### src/shared/mask_probe_pkg.sv
package mask_probe_pkg;

  // operand sources that the decoder can select
  typedef enum logic [2:0] {OPK_REG, OPK_REGIND, OPK_PTR, OPK_ABS, OPK_IMM} opkind_t;
  typedef enum logic [1:0] {STEP_NONE, STEP_POST, STEP_PRE} step_t;

  // one decoded addressing combination
  typedef struct packed {
    logic       legal;
    logic       wordOp;
    opkind_t    dstKind;
    opkind_t    srcKind;
    step_t      step;
    logic       stepDst;
    logic       useOfs;
    logic [5:0] cycles;
  } desc_t;

  // flag byte layout
  localparam int FLAG_C = 7;
  localparam int FLAG_Z = 6;
  localparam int FLAG_S = 5;
  localparam int FLAG_V = 4;
  localparam int FLAG_D = 3;
  localparam int FLAG_H = 2;
  localparam int SIGN_BYTE = 7;
  localparam int SIGN_WORD = 15;

  // extension codes
  localparam logic [3:0] XTN_PROBE    = 4'ha;
  localparam logic [7:0] XTN_PROBE_NN = 8'ha1;

  // pointer step sizes
  localparam logic [15:0] STEP_BYTE = 16'h0001;
  localparam logic [15:0] STEP_WORD = 16'h0002;

  // cycle counts per addressing combination
  localparam logic [5:0] CYC_6  = 6'h06;
  localparam logic [5:0] CYC_10 = 6'h0a;
  localparam logic [5:0] CYC_12 = 6'h0c;
  localparam logic [5:0] CYC_14 = 6'h0e;
  localparam logic [5:0] CYC_16 = 6'h10;
  localparam logic [5:0] CYC_18 = 6'h12;
  localparam logic [5:0] CYC_20 = 6'h14;
  localparam logic [5:0] CYC_22 = 6'h16;
  localparam logic [5:0] CYC_24 = 6'h18;
  localparam logic [5:0] CYC_26 = 6'h1a;
  localparam logic [5:0] CYC_28 = 6'h1c;
  localparam logic [5:0] CYC_30 = 6'h1e;

  localparam logic [15:0] RST_WORD = 16'h0000;
  localparam logic [7:0]  RST_BYTE = 8'h00;

endpackage

### src/shared/probe_dec_if.sv
`timescale 1ns/1ps
`default_nettype none
interface probe_dec_if;
  logic [7:0]                  opcode;
  logic [7:0]                  ext;
  logic                        selBit;
  mask_probe_pkg::desc_t       desc;
  modport dec  (input opcode, input ext, input selBit, output desc);
  modport core (output opcode, output ext, output selBit, input desc);
endinterface
`default_nettype wire

### src/verilog/mask_probe_decode.sv
`timescale 1ns/1ps
`default_nettype none
module mask_probe_decode (
  // decoder side of the request carrier
  probe_dec_if.dec dec
);
  // short aliases keep the table to one entry per form
  localparam mask_probe_pkg::opkind_t RG = mask_probe_pkg::OPK_REG;
  localparam mask_probe_pkg::opkind_t RI = mask_probe_pkg::OPK_REGIND;
  localparam mask_probe_pkg::opkind_t PT = mask_probe_pkg::OPK_PTR;
  localparam mask_probe_pkg::opkind_t AB = mask_probe_pkg::OPK_ABS;
  localparam mask_probe_pkg::opkind_t IM = mask_probe_pkg::OPK_IMM;
  localparam mask_probe_pkg::step_t   NO = mask_probe_pkg::STEP_NONE;
  localparam mask_probe_pkg::step_t   PO = mask_probe_pkg::STEP_POST;
  localparam mask_probe_pkg::step_t   PR = mask_probe_pkg::STEP_PRE;

  // one legal table entry
  function automatic mask_probe_pkg::desc_t form(
      input logic                    wd,
      input mask_probe_pkg::opkind_t dk,
      input mask_probe_pkg::opkind_t sk,
      input mask_probe_pkg::step_t   sp,
      input logic                    sd,
      input logic                    of,
      input logic [5:0]              cy);
    mask_probe_pkg::desc_t r;
    r         = '0;
    r.legal   = 1'b1;
    r.wordOp  = wd;
    r.dstKind = dk;
    r.srcKind = sk;
    r.step    = sp;
    r.stepDst = sd;
    r.useOfs  = of;
    r.cycles  = cy;
    return r;
  endfunction

  // opcode plus extension pick the form; anything unlisted stays refused
  always_comb begin
    mask_probe_pkg::desc_t d;
    logic                  xa;
    logic                  sb;
    d  = '0;
    xa = (dec.ext[7:4] == mask_probe_pkg::XTN_PROBE);
    sb = dec.selBit;
    case (dec.opcode)
      // byte forms, no extension byte
      8'ha2: d = form(1'b0, RG, RG, NO, 1'b0, 1'b0, mask_probe_pkg::CYC_6);
      8'ha3: d = form(1'b0, RG, RI, NO, 1'b0, 1'b0, mask_probe_pkg::CYC_6);
      8'ha4: d = form(1'b0, RG, RG, NO, 1'b0, 1'b0, mask_probe_pkg::CYC_10);
      8'ha5: d = form(1'b0, RG, IM, NO, 1'b0, 1'b0, mask_probe_pkg::CYC_10);
      // byte forms qualified by the extension
      8'he6: if (xa) d = form(1'b0, RI, RG, NO, 1'b0, 1'b0, mask_probe_pkg::CYC_10);
      8'he7: if (xa) d = form(1'b0, RG, RI, NO, 1'b0, 1'b0, mask_probe_pkg::CYC_10);
      8'h72: if (xa) d = form(1'b0, sb ? RG : PT, sb ? PT : RG, NO, 1'b0, 1'b0,
                              sb ? mask_probe_pkg::CYC_12 : mask_probe_pkg::CYC_18);
      8'hb4: if (xa) d = form(1'b0, sb ? RG : PT, sb ? PT : RG, PO, !sb, 1'b0,
                              sb ? mask_probe_pkg::CYC_16 : mask_probe_pkg::CYC_22);
      8'hc2: if (xa) d = form(1'b0, sb ? RG : PT, sb ? PT : RG, PR, !sb, 1'b0,
                              sb ? mask_probe_pkg::CYC_16 : mask_probe_pkg::CYC_22);
      8'h7f: if (xa) d = form(1'b0, RG, PT, NO, 1'b0, 1'b1,
                              sb ? mask_probe_pkg::CYC_24 : mask_probe_pkg::CYC_26);
      8'h26: if (xa) d = form(1'b0, PT, RG, NO, 1'b0, 1'b1,
                              sb ? mask_probe_pkg::CYC_26 : mask_probe_pkg::CYC_28);
      8'hc4: if (xa) d = form(1'b0, RG, AB, NO, 1'b0, 1'b0, mask_probe_pkg::CYC_18);
      8'hc5: if (xa) d = form(1'b0, AB, RG, NO, 1'b0, 1'b0, mask_probe_pkg::CYC_20);
      8'h73: if (xa) d = form(1'b0, PT, PT, NO, 1'b0, 1'b0, mask_probe_pkg::CYC_18);
      8'hf3: if (xa) d = form(1'b0, PT, IM, NO, 1'b0, 1'b0, mask_probe_pkg::CYC_16);
      8'h2f: begin
        // the only form whose whole extension byte is fixed
        if (dec.ext == mask_probe_pkg::XTN_PROBE_NN) begin
          d = form(1'b0, AB, IM, NO, 1'b0, 1'b0, mask_probe_pkg::CYC_22);
        end
      end
      // word forms
      8'hae: d = form(1'b1, RG, sb ? PT : RG, NO, 1'b0, 1'b0,
                      sb ? mask_probe_pkg::CYC_16 : mask_probe_pkg::CYC_10);
      8'ha7: d = form(1'b1, RG, RG, NO, 1'b0, 1'b0, mask_probe_pkg::CYC_12);
      8'h96: if (xa) d = form(1'b1, RI, RG, NO, 1'b0, 1'b0, mask_probe_pkg::CYC_14);
      8'ha6: if (xa) d = form(1'b1, RG, RI, NO, 1'b0, 1'b0, mask_probe_pkg::CYC_14);
      8'h7e: if (xa) d = form(1'b1, RG, PT, NO, 1'b0, 1'b0, mask_probe_pkg::CYC_18);
      8'hd5: if (xa) d = form(1'b1, RG, PT, PO, 1'b0, 1'b0, mask_probe_pkg::CYC_22);
      8'hc3: if (xa) d = form(1'b1, RG, PT, PR, 1'b0, 1'b0, mask_probe_pkg::CYC_24);
      8'h86: if (xa) d = form(1'b1, RG, PT, NO, 1'b0, 1'b1,
                              sb ? mask_probe_pkg::CYC_28 : mask_probe_pkg::CYC_30);
      8'he2: if (xa) d = form(1'b1, RG, AB, NO, 1'b0, 1'b0, mask_probe_pkg::CYC_22);
      default: d = '0;
    endcase
    dec.desc = d;
  end
endmodule // mask_probe_decode
`default_nettype wire

### src/verilog/mask_probe_exec.sv
`timescale 1ns/1ps
`default_nettype none
module mask_probe_exec (
  // clock and reset
  input  wire logic        sys_clk,
  input  wire logic        rst_b,
  // instruction request
  input  wire logic        start,
  input  wire logic [7:0]  opcode,
  input  wire logic [7:0]  opExt,
  input  wire logic        selBit,
  input  wire logic [7:0]  dstField,
  input  wire logic [7:0]  srcField,
  input  wire logic [15:0] offset,
  input  wire logic [15:0] immValue,
  output var  logic        busy,
  output var  logic        done,
  output var  logic        illegal,
  // flags
  input  wire logic [7:0]  flagsIn,
  output var  logic [7:0]  flagsOut,
  output var  logic        flagWe,
  // register file
  output var  logic [7:0]  rfAddr,
  input  wire logic [7:0]  rfRdata,
  output var  logic        rfWe,
  output var  logic [7:0]  rfWaddr,
  output var  logic [7:0]  rfWdata,
  // data memory
  output var  logic        memReq,
  output var  logic [15:0] memAddr,
  input  wire logic        memAck,
  input  wire logic [7:0]  memRdata
);
  typedef enum logic [3:0] {
    S_IDLE, S_SETUP, S_INDRD, S_REGRD, S_PTRHI, S_PTRLO, S_PTRWR, S_MEMRD, S_TEST, S_WAIT
  } fsm_t;

  typedef struct packed {
    fsm_t                  fsm;
    logic                  opIdx;
    logic                  byteIdx;
    logic                  postDone;
    logic [15:0]           addr;
    logic [15:0]           ptr;
    logic [15:0]           dstVal;
    logic [15:0]           srcVal;
    logic [7:0]            dstFld;
    logic [7:0]            srcFld;
    logic [15:0]           ofs;
    logic [15:0]           imm;
    mask_probe_pkg::desc_t d;
    logic [5:0]            cyc;
    logic                  memReq;
    logic                  rfWe;
    logic [7:0]            rfWaddr;
    logic [7:0]            rfWdata;
    logic [7:0]            flags;
    logic                  flagWe;
    logic                  done;
    logic                  illegal;
  } state_t;

  state_t          st;
  state_t          nx;
  probe_dec_if     decBus ();
  logic [15:0]     testRes;

  // decoder sees the raw request; only sampled at start
  assign decBus.opcode = opcode;
  assign decBus.ext    = opExt;
  assign decBus.selBit = selBit;

  mask_probe_decode u_decode (
    .dec (decBus.dec)
  );

  // masked result; the word form keeps all 16 bits, the byte form only the low 8
  assign testRes = st.dstVal & st.srcVal & (st.d.wordOp ? 16'hffff : 16'h00ff);

  // next-state logic
  always_comb begin
    logic                       opDone;
    logic                       stepHere;
    logic                       lastByte;
    logic [15:0]                stepAmt;
    logic [15:0]                shifted;
    logic [15:0]                p;
    logic [7:0]                 fld;
    logic [7:0]                 stepFld;
    mask_probe_pkg::opkind_t    kind;
    opDone   = 1'b0;
    nx       = st;
    nx.flagWe = 1'b0;
    nx.done  = 1'b0;
    nx.rfWe  = 1'b0;
    kind     = st.opIdx ? st.d.srcKind : st.d.dstKind;
    fld      = st.opIdx ? st.srcFld : st.dstFld;
    stepFld  = st.d.stepDst ? st.dstFld : st.srcFld;
    stepHere = (st.d.step != mask_probe_pkg::STEP_NONE) && (st.d.stepDst == !st.opIdx);
    stepAmt  = st.d.wordOp ? mask_probe_pkg::STEP_WORD : mask_probe_pkg::STEP_BYTE;
    lastByte = !st.d.wordOp || st.byteIdx;
    shifted  = st.opIdx ? st.srcVal : st.dstVal;
    shifted  = {shifted[7:0], (st.fsm == S_MEMRD) ? memRdata : rfRdata};
    p        = {st.ptr[15:8], rfRdata};
    if (st.fsm != S_IDLE && st.cyc != 6'h3f) begin
      nx.cyc = 6'(st.cyc + 6'h01);
    end
    case (st.fsm)
      S_IDLE: begin
        if (start) begin
          nx.d        = decBus.desc;
          nx.dstFld   = dstField;
          nx.srcFld   = srcField;
          nx.ofs      = offset;
          nx.imm      = immValue;
          nx.cyc      = 6'h01;
          nx.opIdx    = 1'b0;
          nx.postDone = 1'b0;
          nx.illegal  = !decBus.desc.legal;
          nx.done     = !decBus.desc.legal;
          nx.fsm      = decBus.desc.legal ? S_SETUP : S_IDLE;
        end
      end
      S_SETUP: begin
        nx.byteIdx = 1'b0;
        if (st.opIdx) nx.srcVal = mask_probe_pkg::RST_WORD;
        else          nx.dstVal = mask_probe_pkg::RST_WORD;
        case (kind)
          mask_probe_pkg::OPK_REG: begin
            nx.addr = {8'h00, st.d.wordOp ? {fld[7:1], 1'b0} : fld};
            nx.fsm  = S_REGRD;
          end
          mask_probe_pkg::OPK_REGIND: begin
            nx.addr = {8'h00, fld};
            nx.fsm  = S_INDRD;
          end
          mask_probe_pkg::OPK_PTR: begin
            nx.addr = {8'h00, fld[7:1], 1'b0};
            nx.fsm  = S_PTRHI;
          end
          mask_probe_pkg::OPK_ABS: begin
            nx.addr   = st.ofs;
            nx.memReq = 1'b1;
            nx.fsm    = S_MEMRD;
          end
          default: begin // immediate mask from the instruction stream
            if (st.opIdx) nx.srcVal = st.d.wordOp ? st.imm : {8'h00, st.imm[7:0]};
            else          nx.dstVal = st.d.wordOp ? st.imm : {8'h00, st.imm[7:0]};
            opDone = 1'b1;
          end
        endcase
      end
      S_INDRD: begin
        nx.addr = {8'h00, rfRdata};
        nx.fsm  = S_REGRD;
      end
      S_REGRD: begin
        if (st.opIdx) nx.srcVal = shifted;
        else          nx.dstVal = shifted;
        nx.addr    = 16'(st.addr + 16'h0001);
        nx.byteIdx = 1'b1;
        opDone     = lastByte;
      end
      S_PTRHI: begin
        nx.ptr  = {rfRdata, st.ptr[7:0]};
        nx.addr = 16'(st.addr + 16'h0001);
        nx.fsm  = S_PTRLO;
      end
      S_PTRLO: begin
        // step first so the operand read uses the decremented address
        if (stepHere && st.d.step == mask_probe_pkg::STEP_PRE) begin
          p = 16'(p - stepAmt);
        end
        nx.ptr     = p;
        nx.byteIdx = 1'b0;
        if (stepHere && st.d.step == mask_probe_pkg::STEP_PRE) begin
          nx.fsm = S_PTRWR;
        end else begin
          nx.addr   = 16'(p + (st.d.useOfs ? st.ofs : 16'h0000));
          nx.memReq = 1'b1;
          nx.fsm    = S_MEMRD;
        end
      end
      S_PTRWR: begin
        // the pointer pair is the only thing ever written back
        nx.rfWe    = 1'b1;
        nx.rfWaddr = {stepFld[7:1], st.byteIdx};
        nx.rfWdata = st.byteIdx ? st.ptr[7:0] : st.ptr[15:8];
        nx.byteIdx = 1'b1;
        if (st.byteIdx && st.postDone) begin
          nx.fsm = S_WAIT;
        end else if (st.byteIdx) begin
          nx.byteIdx = 1'b0;
          nx.addr    = 16'(st.ptr + (st.d.useOfs ? st.ofs : 16'h0000));
          nx.memReq  = 1'b1;
          nx.fsm     = S_MEMRD;
        end
      end
      S_MEMRD: begin
        if (memAck) begin
          if (st.opIdx) nx.srcVal = shifted;
          else          nx.dstVal = shifted;
          nx.addr    = 16'(st.addr + 16'h0001);
          nx.byteIdx = 1'b1;
          nx.memReq  = !lastByte;
          opDone     = lastByte;
        end
      end
      S_TEST: begin
        nx.flags = flagsIn;
        nx.flags[mask_probe_pkg::FLAG_Z] = (testRes == 16'h0000);
        nx.flags[mask_probe_pkg::FLAG_S] = st.d.wordOp ? testRes[mask_probe_pkg::SIGN_WORD]
                                                       : testRes[mask_probe_pkg::SIGN_BYTE];
        nx.flags[mask_probe_pkg::FLAG_V] = 1'b0;
        nx.flagWe = 1'b1;
        if (st.d.step == mask_probe_pkg::STEP_POST) begin
          nx.ptr      = 16'(st.ptr + stepAmt);
          nx.postDone = 1'b1;
          nx.byteIdx  = 1'b0;
          nx.fsm      = S_PTRWR;
        end else begin
          nx.fsm = S_WAIT;
        end
      end
      S_WAIT: begin
        // slow memory may already have used up the budget; then finish at once
        if (6'(st.cyc + 6'h01) >= st.d.cycles) begin
          nx.done = 1'b1;
          nx.fsm  = S_IDLE;
        end
      end
      default: nx.fsm = S_IDLE;
    endcase
    if (opDone) begin
      nx.byteIdx = 1'b0;
      nx.opIdx   = 1'b1;
      nx.fsm     = st.opIdx ? S_TEST : S_SETUP;
    end
  end

  // single state register
  always_ff @(posedge sys_clk or negedge rst_b) begin
    if (!rst_b) begin
      st     <= '0;
      st.fsm <= S_IDLE;
    end else begin
      st <= nx;
    end
  end

  assign busy     = (st.fsm != S_IDLE);
  assign done     = st.done;
  assign illegal  = st.illegal;
  assign flagsOut = st.flags;
  assign flagWe   = st.flagWe;
  assign rfAddr   = st.addr[7:0];
  assign rfWe     = st.rfWe;
  assign rfWaddr  = st.rfWaddr;
  assign rfWdata  = st.rfWdata;
  assign memReq   = st.memReq;
  assign memAddr  = st.addr;
endmodule // mask_probe_exec
`default_nettype wire

### config.mk
export PLATFORM = sky130hd
export DESIGN_NAME = mask_probe_exec
export DESIGN_NICKNAME = d
export VERILOG_FILES = /design/src/shared/mask_probe_pkg.sv /design/src/shared/probe_dec_if.sv /design/src/verilog/mask_probe_decode.sv /design/src/verilog/mask_probe_exec.sv
export SDC_FILE = /design/constraint.sdc
export NUM_CORES = 1
export LEC_CHECK = 0
export ABC_AREA = 1
export BUFFER_PORTS_ARGS = -buffer_cell sky130_fd_sc_hd__buf_4
export CORE_ASPECT_RATIO = 1.4
export CORE_MARGIN = 4
export CORE_UTILIZATION = 54
export CTS_BUF_LIST = sky130_fd_sc_hd__clkbuf_8 sky130_fd_sc_hd__clkbuf_16
export DETAILED_ROUTE_END_ITERATION = 10
export GPL_TIMING_DRIVEN = 0
export PLACE_DENSITY_LB_ADDON = 0.2
export SLEW_MARGIN = 20
export SYNTH_ARGS = -nofsm -noshare
export SYNTH_HDL_FRONTEND = slang
export SYNTH_HIERARCHICAL = 1
export SYNTH_SLANG_ARGS = --single-unit
### constraint.sdc
create_clock -name sys_clk -period 3.3 [get_ports sys_clk]
set_input_delay 0.165 -clock sys_clk [delete_from_list [all_inputs] [get_ports sys_clk]]
set_output_delay 0.165 -clock sys_clk [all_outputs]
set_load 0.1 [all_outputs]
==> run metrics <==
Worst IR Drop VDD 616 uV; initial detailed-routing violation count 1105; Maximum Capacitance Violations 0; CP required 3.64 ns; CTS root buffer clkbuf_16; slew at the pin closest to its max-slew limit 0.691 ns; top-count cell post-synth nand2_1; DRC viols 0; first-pass GRT wire length 60.0 mm; M1 WL 14.1 mm; Rel. slew slack 0.539; DR vias 12.3k; CP Capture Type flip-flop; setup slack, reg-to-reg -0.07 ns; Mapped Avg Cell Area 7.13 um2; CP max stage delay 0.43 ns; crit-path max FO 4; final WL 38.3 mm; clk sinks 170; Mapped Area 11600 um2; GRT overflow 0; CTS Buffer Depth 2; I/O pins 147; # fillers 1751; outcome finished, violations left; crit-path most repeated cell nand3_2; CTS tree built; Initial Util 0.547; vias in the first global route 12.0k; commonest register cell after synthesis dfrtp_1; routed length on met2 19.9 mm; Die Outline Area 23900 um2; Fin. Hold Viols 0; sequential-to-total area share from yosys stat 0.368; Critical Path Start st[51]; wire length on met3 2.05 mm; number of core rows 63; Async SR Flop Fraction 1.00; DR WL/cell 17.9 um; fin util 0.701; H-tree level count 4; clock skew 0.0151 ns; RePlAce Congestion 0.945; WP data arrival 3.71 ns; via density per instance 5.72; Yosys warnings 6; CORE AREA 21100 um2; WS Path Type reg -> reg; Worst Setup Start Kind flip-flop; Synth top cells by count nand2_1, dfrtp_1, inv_1; crit-path cells inv_4 > ha_4 > fa_2 > nand3_2 > nor3_4 > nand4_1 > nor2_2 > nand3_2 > xor2_2 > nand2_1 > o21ai_2 > ha_1 > inv_2 > nor3_4 > nor3b_2 > nand2_1 > nand3_2 > nand3_2 > nand3_2 > nand3_2 > nand2_1 > inv_1; RSZ-0062 raised after global routing yes; Setup TNS Final -0.0734 ns; Synth top area share 0.368; Num CTS Buffers 17; leakage 7.57 nW; Synth area leaders dfrtp_1, nand2_1, o21ai_0, inv_1, nor2_1; ANT cells 0; area of the multi-input gates 6370 um2; Layout area overhead 28.0%; DR top layer met4; failing checks negative setup slack; distinct cell type count after synthesis 62; initial antenna violation count 0; FF+latch count, synth 170; Worst Slack Setup Final -0.0734 ns; Worst-Skew Late Latency 0.44 ns; max-slew violations 0; setup violators final 1; register area 4260 um2; Clk pin slew, worst setup/hold paths 0.08 ns; Worst Hold Class in -> reg; Syn Inst Count 1622; Final nets 1994; Die Wd 132 um; layout cells sized above 1 0.234; Pre-antenna DRT Iters 6; worst hold start memRdata[4]; fin crit share 1.02; R2R Path Start st[51]; Total GRT Usage 0.312; Die Y 181 um; PortBufs 142; pwr dens 914 nW/um2; DPL Wire Length 28.1 mm; largest net degree at the start of global routing 94; Routed Antenna Nets 0; Slowest cell on crit path dfrtp_2; Fmax 296 MHz; number of synthesized flops with an enable pin 0; top cell type by total area after synthesis dfrtp_1; final worst path period need 3.37 ns
==> metal layers <==
layer | GRT usage | up-vias
li1 | - | 5791
met1 | 0.352 | 5787
met2 | 0.572 | 536
met3 | 0.0370 | 153
met4 | 0.166 | 0
met5 | 0 | -
==> area by class of cell <==
class	instances	share of cell area
flip-flops and latches	170	0.288
well taps	260	0.0220
inverters	178	0.0460
plain buffers	101	0.0446
clock buffers	17	0.0287
repair buffers	228	0.127
multi-input cells	1175	0.430
clock inverters	15	0.0132
==> per-stage QoR <==
| stage | cell area, um2 | setup slack [ns] | cells | power, mW | hold slack, ns |
|---|---|---|---|---|---|
| final | 14800 | -0.0734 | 2144 | 13.5 | 0.118 |
| after global routing | 14800 | -0.255 | 2144 | 14.3 | 0.164 |
| after floorplan | 11600 | 0.0792 | 1624 | 9.13 | -0.131 |
| after CTS | 14300 | -0.0431 | 2120 | 13.3 | 0.0979 |
| after global placement | 13000 | -0.621 | 2026 | 10.8 | 0.359 |
| after detailed placement | 13000 | -0.651 | 2027 | 11.0 | 0.189 |
==> repair_timing <==
action,CTS,global route
buffers inserted,7,24
pin swaps,19,39
hold buffers,54,0
endpoints found under the setup margin,15,13
gates resized for setup,47,88
hold endpoints to repair,130,0
==> cell families after synthesis <==
family,count (synthesis),share of synthesized area
other cells,2,0.000649
flops,170,0.368
fa+ha+maj,30,0.0344
buf+inv,279,0.114
compound gates,314,0.167
simple gates,810,0.303
xor+xnor,17,0.0129
==> critical path: cells and delay by family, from the launching register on <==
kind / cells / cell delay, ns
flops: 1 / 0.43
buf+inv: 3 / 0.17
xor+xnor: 1 / 0.17
simple gates: 14 / 1.75
fa+ha+maj: 3 / 0.68
compound gates: 1 / 0.06
==> placed cells by master (no fill, tap or decap), types with 20 or more instances in the layout <==
| master | instances |
|---|---|
| a21oi_1 | 50 |
| buf_4 | 226 |
| clkbuf_1 | 25 |
| dfrtp_1 | 165 |
| dlygate4sd3_1 | 54 |
| ha_1 | 22 |
| inv_1 | 152 |
| inv_2 | 21 |
| nand2_1 | 472 |
| nand2_2 | 22 |
| nand3_1 | 80 |
| nor2_1 | 127 |
| nor3_1 | 26 |
| o21ai_0 | 97 |
| o21ai_1 | 21 |
| o31ai_1 | 20 |
==> power by group <==
| part | internal (mW) | total [mW] | switching [mW] |
|---|---|---|---|
| Sequential | 2.92 | 3.65 | 0.731 |
| Combinational | 2.34 | 7.77 | 5.43 |
| Clock | 1.10 | 2.11 | 1.01 |
| Total | 6.36 | 13.5 | 7.17 |
==> worst paths after layout <==
check | end | cells past startpoint
worst min-delay path | flip-flop | 5
worst min register to register | flagsOut[0] | 2
min in group asynchronous | st[145] | 2
worst max-delay path | memAddr[15] | 22
worst max register to register | memAddr[15] | 22
max in group asynchronous | st[168] | 3
No activity file was read; power rests on OpenSTA's default activity.
